$ cat src/core/wdri_defines.vh
// Register map, field positions, reset values and timing counts of the watchdog register block
// How it works
// RQ1: Byte enables allow 8, 16 and 32 bit accesses and direct byte or halfword access.
// RQ2: Once the run lock is set, writing zero keeps it; only reset clears it.
// RQ3: With the run lock set, control, timing and early alert writes are ignored.
// RQ4: Run lock and enable bits are writable whether or not the watchdog runs.
// RQ5: Control, timing and early alert registers load from the boot row at reset.
// RQ6: Control bit 2 selects normal or closed-then-open window servicing.
// RQ7: Control bit 1 turns the watchdog on or off, only while unlocked.
// RQ8: Enable reads back at once, sets busy, takes effect after synchronisation.
// RQ9: Timing bits 7:4 set closed window, 8 doubling to 16384 count cycles.
// RQ10: Timing bits 3:0 set time-out or open window with the same doubling code.
// RQ11: Early alert bits 3:0 set when early alert fires after the period starts; in window mode the code fires it when the closed window ends instead.
// RQ12: Writing one to enable-clear bit 0 disables the early alert interrupt.
// RQ13: Writing one to enable-set bit 0 enables the early alert interrupt.
// RQ14: Early alert flag sets on the event; writing one clears it.
// RQ15: Status bit 7 shows synchronisation pending, high from start to finish.
// RQ16: Control, timing and service writes pass a synchronisation step; early alert does not.
// RQ17: Timing and early alert registers accept writes only while the watchdog is off.
// RQ18: Write protect input blocks all writable registers except flag and status.
// RQ19: Service key 0xA5 restarts the period; any other value requests a reset.
// RQ20: A valid service during the closed window requests a reset instead.
// RQ21: Interrupt output is high while flag and enable are both set.
// RQ22: A synchronised write issued while busy stalls and completes after busy clears.
// RQ23: Time-out without service raises reset request for at least one count cycle.
// RQ24: Reserved period codes behave as the longest setting of 16384 cycles.
`ifndef WDRI_DEFINES_VH
`define WDRI_DEFINES_VH

// Byte offsets of the registers
`define WDRI_OFF_CTRL 4'h0
`define WDRI_OFF_CONFIG 4'h1
`define WDRI_OFF_WD_EARLY_ALERT_CONTROL 4'h2
`define WDRI_OFF_IECLR 4'h4
`define WDRI_OFF_IESET 4'h5
`define WDRI_OFF_FLAG 4'h6
`define WDRI_OFF_STATUS 4'h7
`define WDRI_OFF_SERVICE 4'h8

// Field positions
`define WDRI_CTRL_LOCK_BIT 7
`define WDRI_CTRL_WEN_BIT 2
`define WDRI_CTRL_EN_BIT 1
`define WDRI_STATUS_BUSY_BIT 7
`define WDRI_EW_BIT 0

// Reset values and codes
`define WDRI_IE_RESET 1'h0
`define WDRI_FLAG_RESET 1'h0
`define WDRI_SERVICE_KEY 8'hA5
`define WDRI_CODE_MAX 4'hB
`define WDRI_BASE_PERIOD 15'h0008

// Timing counts in count-clock cycles
`define WDRI_SYNC_TICKS 2
`define WDRI_RST_HOLD_TICKS 2

`endif

$ cat src/core/wdri_core.v
// Watchdog register interface with counting logic driven by a sampled count clock
`timescale 1ns/100ps
`default_nettype none
`include "wdri_defines.vh"

module wdri_core #(
    parameter SYNC_TICKS = `WDRI_SYNC_TICKS,
    parameter RST_HOLD_TICKS = `WDRI_RST_HOLD_TICKS
) (
    input wire clk,
    input wire srst,
    input wire [3:0] bus_addr,
    input wire [31:0] bus_wdata,
    input wire [3:0] bus_be,
    input wire bus_wr,
    input wire bus_rd,
    output reg [31:0] bus_rdata,
    output wire bus_stall,
    input wire wr_protect,
    input wire [7:0] boot_ctrl,
    input wire [7:0] boot_config,
    input wire [7:0] boot_wd_early_alert_control,
    input wire wd_count_clock,
    output wire irq,
    output reg sys_reset_req,
    output wire wd_running
);

    // Register state
    reg lock_reg;
    reg wen_reg;
    reg en_reg;
    reg [7:0] config_reg;
    reg [3:0] wd_early_alert_control_reg;
    reg ie_reg;
    reg flag_reg;
    reg busy_reg;
    reg [1:0] sync_cnt_reg;
    reg lock_eff_reg;
    reg en_eff_reg;
    reg clr_req_reg;
    reg [7:0] clr_val_reg;
    // Held write for a stalled access
    reg pend_reg;
    reg [3:0] pend_addr_reg;
    reg [31:0] pend_data_reg;
    reg [3:0] pend_be_reg;
    // Count clock sampling
    reg cc_s1_reg;
    reg cc_s2_reg;
    reg cc_s3_reg;
    reg cc_level_reg;
    // Counting state
    reg [14:0] cnt_reg;
    reg closed_reg;
    reg [1:0] rst_hold_reg;

    // Period for a code; reserved codes clamp to the longest setting
    function [14:0] span;
        input [3:0] code;
        begin
            if (code > `WDRI_CODE_MAX) begin
                span = `WDRI_BASE_PERIOD << `WDRI_CODE_MAX; // RQ24
            end else begin
                span = `WDRI_BASE_PERIOD << code; // RQ9 RQ10 RQ11
            end
        end
    endfunction

    // Count clock rising edge counts once the second and third stages agree
    wire cc_agree = (cc_s2_reg == cc_s3_reg);
    wire tick = cc_agree && cc_s3_reg && !cc_level_reg;

    always @(posedge clk) begin
        if (srst) begin
            cc_s1_reg <= 1'b0;
            cc_s2_reg <= 1'b0;
            cc_s3_reg <= 1'b0;
            cc_level_reg <= 1'b0;
        end else begin
            cc_s1_reg <= wd_count_clock;
            cc_s2_reg <= cc_s1_reg;
            cc_s3_reg <= cc_s2_reg;
            if (cc_agree) begin
                cc_level_reg <= cc_s3_reg;
            end
        end
    end

    // A bus write that touches a synchronised byte lane
    wire bus_sync_lane = (bus_addr[3:2] == `WDRI_OFF_CTRL >> 2 && (bus_be[0] || bus_be[1]))
        || (bus_addr[3:2] == `WDRI_OFF_SERVICE >> 2 && bus_be[0]);
    wire stall_now = bus_wr && busy_reg && bus_sync_lane; // RQ22
    wire replay = pend_reg && !busy_reg;
    assign bus_stall = pend_reg;

    // Effective write: direct, or the held one replayed once busy drops
    wire wr_go = (bus_wr && !stall_now && !pend_reg) || replay;
    wire [3:0] w_addr = replay ? pend_addr_reg : bus_addr;
    wire [31:0] w_data = replay ? pend_data_reg : bus_wdata;
    wire [3:0] w_be = replay ? pend_be_reg : bus_be;

    // Per-byte write strobes over the word lanes
    wire w_word0 = wr_go && w_addr[3:2] == 2'h0;
    wire w_word1 = wr_go && w_addr[3:2] == 2'h1;
    wire w_word2 = wr_go && w_addr[3:2] == 2'h2;
    wire we_ctrl = w_word0 && w_be[0] && !wr_protect; // RQ1 RQ18
    wire we_config = w_word0 && w_be[1] && !wr_protect; // RQ18
    wire we_wd_early_alert_control = w_word0 && w_be[2] && !wr_protect; // RQ18
    wire we_ieclr = w_word1 && w_be[0] && !wr_protect; // RQ18
    wire we_ieset = w_word1 && w_be[1] && !wr_protect; // RQ18
    wire we_flag = w_word1 && w_be[2]; // Flag ignores write protect
    wire we_service = w_word2 && w_be[0] && !wr_protect; // RQ18
    wire [7:0] d_ctrl = w_data[7:0];
    wire [7:0] d_config = w_data[15:8];
    wire [7:0] d_wd_early_alert_control = w_data[23:16];
    wire [7:0] d_ieclr = w_data[7:0];
    wire [7:0] d_ieset = w_data[15:8];
    wire [7:0] d_flag = w_data[23:16];
    wire [7:0] d_service = w_data[7:0];

    // Enable protection watches both the written and the live enable
    wire cfg_open = !lock_reg && !en_reg && !en_eff_reg; // RQ3 RQ17
    wire ctrl_ok = we_ctrl && !lock_reg; // RQ3 RQ7
    wire config_ok = we_config && cfg_open; // RQ17
    wire wd_early_alert_control_ok = we_wd_early_alert_control && cfg_open; // RQ17
    wire sync_start = ctrl_ok || config_ok || we_service; // RQ16
    wire sync_done = busy_reg && tick && sync_cnt_reg == SYNC_TICKS - 1;

    // Counting derived values
    wire running = en_eff_reg || lock_eff_reg;
    assign wd_running = running;
    wire [14:0] cnt_inc = cnt_reg + 15'h0001;
    wire [14:0] win_len = span(config_reg[7:4]);
    wire [14:0] per_len = span(config_reg[3:0]);
    wire [14:0] ew_len = span(wd_early_alert_control_reg);
    wire svc_seen = sync_done && clr_req_reg && running;
    wire svc_key = (clr_val_reg == `WDRI_SERVICE_KEY);
    wire svc_ok = svc_seen && svc_key && !closed_reg; // RQ19
    wire svc_bad = svc_seen && (!svc_key || closed_reg); // RQ19 RQ20
    wire count_step = running && tick && !svc_seen;
    wire to_hit = count_step && !closed_reg && cnt_inc == per_len; // RQ23
    wire ew_hit = count_step && (closed_reg ? cnt_inc == win_len
        : (!wen_reg && cnt_inc == ew_len)); // RQ11
    wire rst_trigger = to_hit || svc_bad;

    // Control, configuration and early alert registers, loaded from the boot row at reset
    always @(posedge clk) begin
        if (srst) begin
            lock_reg <= boot_ctrl[`WDRI_CTRL_LOCK_BIT]; // RQ5
            wen_reg <= boot_ctrl[`WDRI_CTRL_WEN_BIT];
            en_reg <= boot_ctrl[`WDRI_CTRL_EN_BIT];
            config_reg <= boot_config; // RQ5
            wd_early_alert_control_reg <= boot_wd_early_alert_control[3:0]; // RQ5
        end else begin
            if (ctrl_ok) begin
                lock_reg <= lock_reg | d_ctrl[`WDRI_CTRL_LOCK_BIT]; // RQ2 RQ4
                en_reg <= d_ctrl[`WDRI_CTRL_EN_BIT]; // RQ4 RQ7 RQ8
                if (!en_reg && !en_eff_reg) begin
                    wen_reg <= d_ctrl[`WDRI_CTRL_WEN_BIT]; // RQ6
                end
            end
            if (config_ok) begin
                config_reg <= d_config;
            end
            if (wd_early_alert_control_ok) begin
                wd_early_alert_control_reg <= d_wd_early_alert_control[3:0];
            end
        end
    end

    // Synchronisation: busy spans a fixed number of count-clock ticks.
    // A stopped count clock leaves busy high; software must keep it running.
    always @(posedge clk) begin
        if (srst) begin
            busy_reg <= 1'b0;
            sync_cnt_reg <= 2'h0;
            lock_eff_reg <= boot_ctrl[`WDRI_CTRL_LOCK_BIT];
            en_eff_reg <= boot_ctrl[`WDRI_CTRL_EN_BIT];
            clr_req_reg <= 1'b0;
            clr_val_reg <= 8'h00;
        end else begin
            if (sync_done) begin
                lock_eff_reg <= lock_reg; // RQ8
                en_eff_reg <= en_reg; // RQ8
                clr_req_reg <= 1'b0;
            end
            if (we_service) begin
                clr_req_reg <= 1'b1; // RQ16
                clr_val_reg <= d_service;
            end
            // A new start wins over a finishing one
            if (sync_start) begin
                busy_reg <= 1'b1; // RQ15
                sync_cnt_reg <= 2'h0;
            end else if (sync_done) begin
                busy_reg <= 1'b0; // RQ15
            end else if (busy_reg && tick) begin
                sync_cnt_reg <= sync_cnt_reg + 2'h1;
            end
        end
    end

    // Hold a synchronised write issued while busy and replay it afterwards
    always @(posedge clk) begin
        if (srst) begin
            pend_reg <= 1'b0;
            pend_addr_reg <= 4'h0;
            pend_data_reg <= 32'h00000000;
            pend_be_reg <= 4'h0;
        end else if (stall_now && !pend_reg) begin
            pend_reg <= 1'b1; // RQ22
            pend_addr_reg <= bus_addr;
            pend_data_reg <= bus_wdata;
            pend_be_reg <= bus_be;
        end else if (replay) begin
            pend_reg <= 1'b0; // RQ22
        end
    end

    // Interrupt enable and flag; the event wins over a clearing write
    always @(posedge clk) begin
        if (srst) begin
            ie_reg <= `WDRI_IE_RESET;
            flag_reg <= `WDRI_FLAG_RESET;
        end else begin
            if (we_ieset && d_ieset[`WDRI_EW_BIT]) begin
                ie_reg <= 1'b1; // RQ13
            end else if (we_ieclr && d_ieclr[`WDRI_EW_BIT]) begin
                ie_reg <= 1'b0; // RQ12
            end
            if (ew_hit) begin
                flag_reg <= 1'b1; // RQ14
            end else if (we_flag && d_flag[`WDRI_EW_BIT]) begin
                flag_reg <= 1'b0; // RQ14
            end
        end
    end

    assign irq = flag_reg && ie_reg; // RQ21

    // Period counter: closed window first in window mode, then open or normal period
    always @(posedge clk) begin
        if (srst) begin
            cnt_reg <= 15'h0000;
            closed_reg <= 1'b0;
        end else if (!running) begin
            cnt_reg <= 15'h0000;
            closed_reg <= wen_reg; // RQ6
        end else if (svc_ok || svc_bad) begin
            // A bad service restarts the period too, behind its reset request
            cnt_reg <= 15'h0000; // RQ19
            closed_reg <= wen_reg;
        end else if (tick) begin
            if (closed_reg && cnt_inc == win_len) begin
                cnt_reg <= 15'h0000; // RQ9
                closed_reg <= 1'b0;
            end else if (!closed_reg && cnt_inc == per_len) begin
                cnt_reg <= 15'h0000; // RQ10
                closed_reg <= wen_reg;
            end else begin
                cnt_reg <= cnt_inc;
            end
        end
    end

    // Reset request stays high across at least one full count-clock cycle
    always @(posedge clk) begin
        if (srst) begin
            sys_reset_req <= 1'b0;
            rst_hold_reg <= 2'h0;
        end else if (rst_trigger) begin
            sys_reset_req <= 1'b1; // RQ23
            rst_hold_reg <= RST_HOLD_TICKS[1:0];
        end else if (sys_reset_req && tick) begin
            if (rst_hold_reg == 2'h1) begin
                sys_reset_req <= 1'b0;
            end
            rst_hold_reg <= rst_hold_reg - 2'h1;
        end
    end

    // Read data one cycle after the strobe; the whole word is returned
    always @(posedge clk) begin
        if (srst) begin
            bus_rdata <= 32'h00000000;
        end else if (bus_rd) begin
            if (bus_addr[3:2] == 2'h0) begin
                bus_rdata <= {8'h00, 4'h0, wd_early_alert_control_reg, config_reg,
                    lock_reg, 4'h0, wen_reg, en_reg, 1'b0};
            end else if (bus_addr[3:2] == 2'h1) begin
                bus_rdata <= {busy_reg, 7'h00, 7'h00, flag_reg,
                    7'h00, ie_reg, 7'h00, ie_reg}; // RQ12 RQ13 RQ15
            end else begin
                bus_rdata <= 32'h00000000; // Service key and unmapped read zero
            end
        end else begin
            bus_rdata <= 32'h00000000;
        end
    end

endmodule // wdri_core
`default_nettype wire

$ cat config.mk
export PLATFORM = sky130hd
export DESIGN_NAME = wdri_core
export DESIGN_NICKNAME = d
export VERILOG_FILES = /design/src/core/wdri_core.v
export VERILOG_INCLUDE_DIRS = /design/src /design/src/core
export SDC_FILE = /design/constraint.sdc
export NUM_CORES = 1
export LEC_CHECK = 0
export BUFFER_PORTS_ARGS = -buffer_cell sky130_fd_sc_hd__buf_2
export CAP_MARGIN = 20
export CELL_PAD_IN_SITES_DETAIL_PLACEMENT = 0
export CELL_PAD_IN_SITES_GLOBAL_PLACEMENT = 1
export CORE_MARGIN = 2
export CORE_UTILIZATION = 41
export CTS_CLUSTER_DIAMETER = 200
export CTS_CLUSTER_SIZE = 28
export DETAILED_ROUTE_END_ITERATION = 6
export GPL_TIMING_DRIVEN = 0
export PLACE_DENSITY_LB_ADDON = 0.1
export SYNTH_ARGS = -nofsm -noshare
export SYNTH_HDL_FRONTEND = slang
export SYNTH_SLANG_ARGS = --single-unit
export TNS_END_PERCENT = 20
$ cat constraint.sdc
create_clock -name clk -period 3.6 [get_ports clk]
set_input_delay 0.36 -clock clk [delete_from_list [all_inputs] [get_ports clk]]
set_output_delay 0.36 -clock clk [all_outputs]
set_load 0.05 [all_outputs]
* Yosys cells after proc, flatten, opt, wreduce, memory -nomap -nowiden *
Index checks and enable logic that the tools add are counted.

storage, ports and cells
  register bits after elaboration = 114
  bits of input ports = 70
  output and inout port bits = 36

operators by class
  add/sub/neg operators = 3
  magnitude comparators = 3
  equal/unequal tests = 13
  shifts and indexed selects = 3
  multiplexer cells = 45
  bitwise operators = 5
  reductions and logical operators = 97

operators with widths
  kind                                                    count
  2-to-1 mux 15 bit                                       5
  logical AND 1 bit                                       52
  == test 15 bit                                          3
  left shift 4 x 4 -> 15 bit (first input constant)       3
  2-to-1 mux 20 bit                                       2
  2-to-1 mux 1 bit                                        29
  nonzero test 2 bit                                      12
  2-to-1 mux 17 bit                                       1
  2-to-1 mux 8 bit                                        2
  adder 15 x 1 -> 15 bit (second input constant)          1
  greater-than comparator 4 bit (second input constant)   3
  logical NOT 1 bit                                       12
  2-to-1 mux 4 bit                                        3
  logical OR 1 bit                                        9
  == test 2 x 1 -> 1 bit (second input constant)          4
  == test 8 bit (second input constant)                   1
  AND reduction 2 bit                                     4
  OR reduction 2 bit                                      3
  OR reduction 3 bit                                      2
  == test 2 bit (second input constant)                   2
  logical NOT 2 bit                                       2
  2-to-1 mux 2 bit                                        2
  inequality test 4 x 1 -> 1 bit (second input constant)  1
  inverter 1 bit                                          4
  7 further kinds                                         7

* Logic depth before layout (Yosys ltp) *
  depth in word-level cells = 15
  depth in mapped cells = 11
  mapped depth without buffers = 9

* Worst setup path after synthesis *
Ideal clock, no wire load.

  kind = flip-flop to flip-flop
  start = reg cnt_reg[0]
  end = reg cnt_reg[3]
  library setup time = 0.128 ns
  data arrival time = 2.495 ns
  required time = 3.472 ns
  slack = 0.978 ns
  cell stages (with the launch flop) = 11
  path through = dfxtp_1 > ha_1 > nand4_1 > o21ai_1 > a31oi_1 > o31a_1 > nor4_1 > o2111ai_1 > buf_2 > a32oi_1 > nor2_1

between the ends
  longest elaborated chain between the ends = 5
  elaborated cells between the ends (all ways) = 7
  those cells by class = add/sub: 1; eq/ne: 2; mux: 2; reduce/logical: 2

RTL lines
  what                      RTL line         source
  start, declared           wdri_core.v:54   reg [14:0] cnt_reg;
  start signal, assigned    wdri_core.v:262  cnt_reg <= cnt_inc;
  adder 15 x 1 -> 15 bit *  wdri_core.v:133  wire [14:0] cnt_inc = cnt_reg + 15'h0001;
  == test 15 bit            wdri_core.v:258  end else if (!closed_reg && cnt_inc == per_len) begin
  logical AND 1 bit         wdri_core.v:258
  2-to-1 mux 15 bit         wdri_core.v:258
  2-to-1 mux 15 bit *       wdri_core.v:255  if (closed_reg && cnt_inc == win_len) begin

Every way passes the cells marked *; elsewhere a longest branch is shown, timed or not.
A chain may end at the register's enable or synchronous reset.

* Worst setup path after layout *
  start = reg cnt_reg[4]
  end = reg cnt_reg[5]

Same word-level chain as after synthesis.

==> out/summary.json <==
{
  "run_status": {
    "status": "completed"
  },
  "logic_synthesis": {
    "netlist.area_leader.share_pct": 29.1,
    "synth_warnings": 0,
    "asyncSetResetFlopFracSynth_pct": 0,
    "synthesis.area_per_instance_um2": 8.01,
    "synth-edff-count": 17,
    "post_synth_inst_count": 688,
    "yosys_most_used_dff": "dfxtp_1",
    "mappedNetlistArea_mm2": 0.00551,
    "synth.area.top_cells": "dfxtp_1 (29%), edfxtp_1 (9.3%), nand2_1 (8.9%)",
    "synth.ff_latch_count": 97,
    "post-synth-top-area-cell": "dfxtp_1",
    "synth.lib_cells_used.distinct": 71,
    "synth_sequential_area_ratio_pct": 38.3
  },
  "clock_network": {
    "tritoncts": "built",
    "tritoncts_num_sinks": 97,
    "clock_tree.buffer_depth": 2,
    "cts.htree.levels": 3,
    "insertion_delay_ns": 0.36,
    "clock-root-buffer": "clkbuf_16",
    "clkTransAtPathRegs_ns": 0.07,
    "cts_inserted_buffers": 9,
    "postCtsSetupBuffers": 0
  },
  "grt": {
    "global_route.overflow_total": 0,
    "grt_use_met2_pct": 37.2,
    "gr-usage-all-layers_pct": 22.7,
    "antenna_found_initial": 0,
    "global_route.peak_usage_layer": "met2",
    "pin_count_of_the_biggest_net_entering_global_routing": 18,
    "grt_use_met1_pct": 29.5,
    "via_count_of_the_first_global_routing_pass": 4904,
    "global_route.usage.met3_pct": 3.85,
    "grt_pass1_wl_mm": 25.6
  },
  "final_layout": {
    "final_cells": 959,
    "nets": 853,
    "mostFrequentLayoutCells": "nand2_1 (130), dfxtp_1 (80), buf_2 (70)",
    "fillerInstances": 1353,
    "ratio_of_cells_with_drive_above_1_in_the_final_layout_pct": 15.6,
    "finalCoreUtilization_pct": 48.6,
    "num_antenna_cells": 0,
    "areaGrowthSynthToFinish_pct": 16.3,
    "final_common_cell": "nand2_1",
    "largest_reg_flops": 20
  },
  "drt": {
    "iter_0_drt_violations": 437,
    "drt-wirelength-per-cell_um": 16.9,
    "wirelength_mm": 16.2,
    "via_count": 5271,
    "post-route-drc-count": 0,
    "first_pass_iters": 5,
    "avgViaCountPerCell": 5.50,
    "number_of_nets_still_failing_antenna_checks_after_routing": 0
  },
  "timing": {
    "number_of_hold_slack_violations_in_the_final_timing_report": 0,
    "post-route-min-period_ns": 3.35,
    "finalHoldWorstSlack_ns": 0.210,
    "min_period_over_period_pct": 92.9,
    "rsz0062_at_grt": "no",
    "max_freq_mhz": 299,
    "fin_setup_tns_ns": 0,
    "slew_headroom_pct": 36.1,
    "setup_violations": 0,
    "final_critical_path_setup_slack_ns": 0.254,
    "final_max_slew_viol_count": 0,
    "fin_worst_skew_ns": 0.00780,
    "worst_pin_slew_ns": 0.956
  },
  "floorplanning": {
    "design.die.area_mm2": 0.0144,
    "fp.dieH_um": 120,
    "start_util_pct": 41.8,
    "chipWidth_um": 120,
    "core_mm2": 0.0132,
    "cell_rows": 42,
    "pin_count": 106
  },
  "place": {
    "io_buffer_count": 64,
    "pre_cts_ws_ns": 0.115,
    "place_congestion": 0.861,
    "hpwlAfterDp_mm": 12.3,
    "place_inst": 943
  },
  "setup_path": {
    "crit_chain": "nand3_2, nor3_1, xor2_1, xor2_1, nor4_1, o2111ai_2, buf_2, a31oi_1, o41ai_1",
    "r2r_slack_ns": 0.25,
    "worst-setup-path-type": "reg2reg",
    "critical_path_arrival_ns": 3.59,
    "required_ns": 3.84,
    "worstPathMaxFanout": 10,
    "crit_path_start_kind": "flip-flop",
    "path_common_cell": "xor2_1",
    "end_kind": "flip-flop",
    "cp_slowest_cell": "dfxtp_1",
    "critPathMaxStageDelay_ns": 0.49
  },
  "power": {
    "worst_ir_drop_vdd_v": 0.000245,
    "static-leakage-power_uw": 0.00257,
    "power_density_mw_per_mm2": 365
  },
  "flow_run": {
    "max-cap-violations": 0
  },
  "worst_hold_path": {
    "holdCritPathClass": "in2reg"
  }
}
-- final cells by class --
cell class	instances	area, µm²	share of cell area [%]
Multi-Input combinational cell	522	3100	48.3
Buffer	68	318	4.96
Tap cell	176	220	3.43
Clock inverter	7	55.1	0.859
Inverter	15	56.3	0.878
Sequential cell	97	2110	32.9
Clock buffer	9	225	3.51
Timing Repair Buffer	65	325	5.07
-- power breakdown --
group / switching [µW] / total, µW / internal [µW]
Sequential: 16.1 / 1150 / 1130
Combinational: 187 / 277 / 89.6
Clock: 443 / 919 / 476
Total: 647 / 2340 / 1690
-- worst paths after layout --
| path | start | to | cells past startpoint |
|---|---|---|---|
| setup / recovery | cnt_reg[4]$_SDFFE_PP0N_ | cnt_reg[5]$_SDFFE_PP0N_ | 9 |
| setup reg to reg | cnt_reg[4]$_SDFFE_PP0N_ | cnt_reg[5]$_SDFFE_PP0N_ | 9 |
| hold / removal | wd_count_clock | cc_s1_reg$_SDFF_PP0_ | 2 |
| hold reg to reg | cc_s1_reg$_SDFF_PP0_ | cc_s2_reg$_SDFF_PP0_ | 1 |
-- through the flow --
step	instance area (µm²)	total power (µW)
finish	6410	2340
global route	6410	2430
CTS	6390	2360
detailed placement	6110	1440
global placement	6110	1440
floorplan	5570	1350
-- kinds of logic (layout without fill, tap and decap cells) --
family	count (synthesis)	count (layout)	share of synthesized area, %
flops	97	97	38.3
other cells	1	15	0.0680
mux	28	28	5.22
buf+inv	83	164	6.79
xor+xnor	25	25	4.47
simple gates	313	313	27.8
compound gates	136	136	16.2
fa+ha+maj	5	5	1.13
-- worst max-delay path: cells and delay by family (launching register included) --
family	cells	cell delay (ns)
and+or+nand+nor	3	1.11
AOI/OAI and AO/OA	3	0.67
xor gates and xnor gates	2	0.63
DFF	1	0.49
buffers and inverters	1	0.33
-- synthesized netlist by cell type (all sizes together) (3+ instances only) --
| master | number |
|---|---|
| and3 | 20 |
| nand2b | 7 |
| o31ai | 4 |
| and2 | 6 |
| nand2 | 130 |
| buf | 23 |
| a211oi | 6 |
| nand3 | 27 |
| nor2 | 45 |
| nor4b | 3 |
| a311oi | 5 |
| xor2 | 8 |
| inv | 15 |
| o21ai | 28 |
| nor4 | 6 |
| a31oi | 5 |
| o2111ai | 6 |
| mux2 | 6 |
| nor2b | 9 |
| nand4 | 19 |
| dfxtp | 80 |
| o211ai | 11 |
| or3 | 5 |
| ha | 5 |
| nor3 | 19 |
| mux2i | 22 |
| edfxtp | 17 |
| and4 | 3 |
| xnor2 | 15 |
| a32oi | 6 |
| a21oi | 42 |
| nor3b | 4 |
| clkbuf | 45 |
-- routing by layer --
metal / up-vias / routed length, µm
met5: - / 0
met4: 0 / 419
met3: 29 / 836
met2: 167 / 7680
met1: 2479 / 7240
li1: 2596 / -
-- timing repair --
item / in CTS / in global routing
hold buffers: 0 / 0
gates resized for setup: 0 / 4
hold endpoints to repair: 0 / 0
endpoints found under the setup margin: 0 / 11
Power figures use the tool's default switching activity.
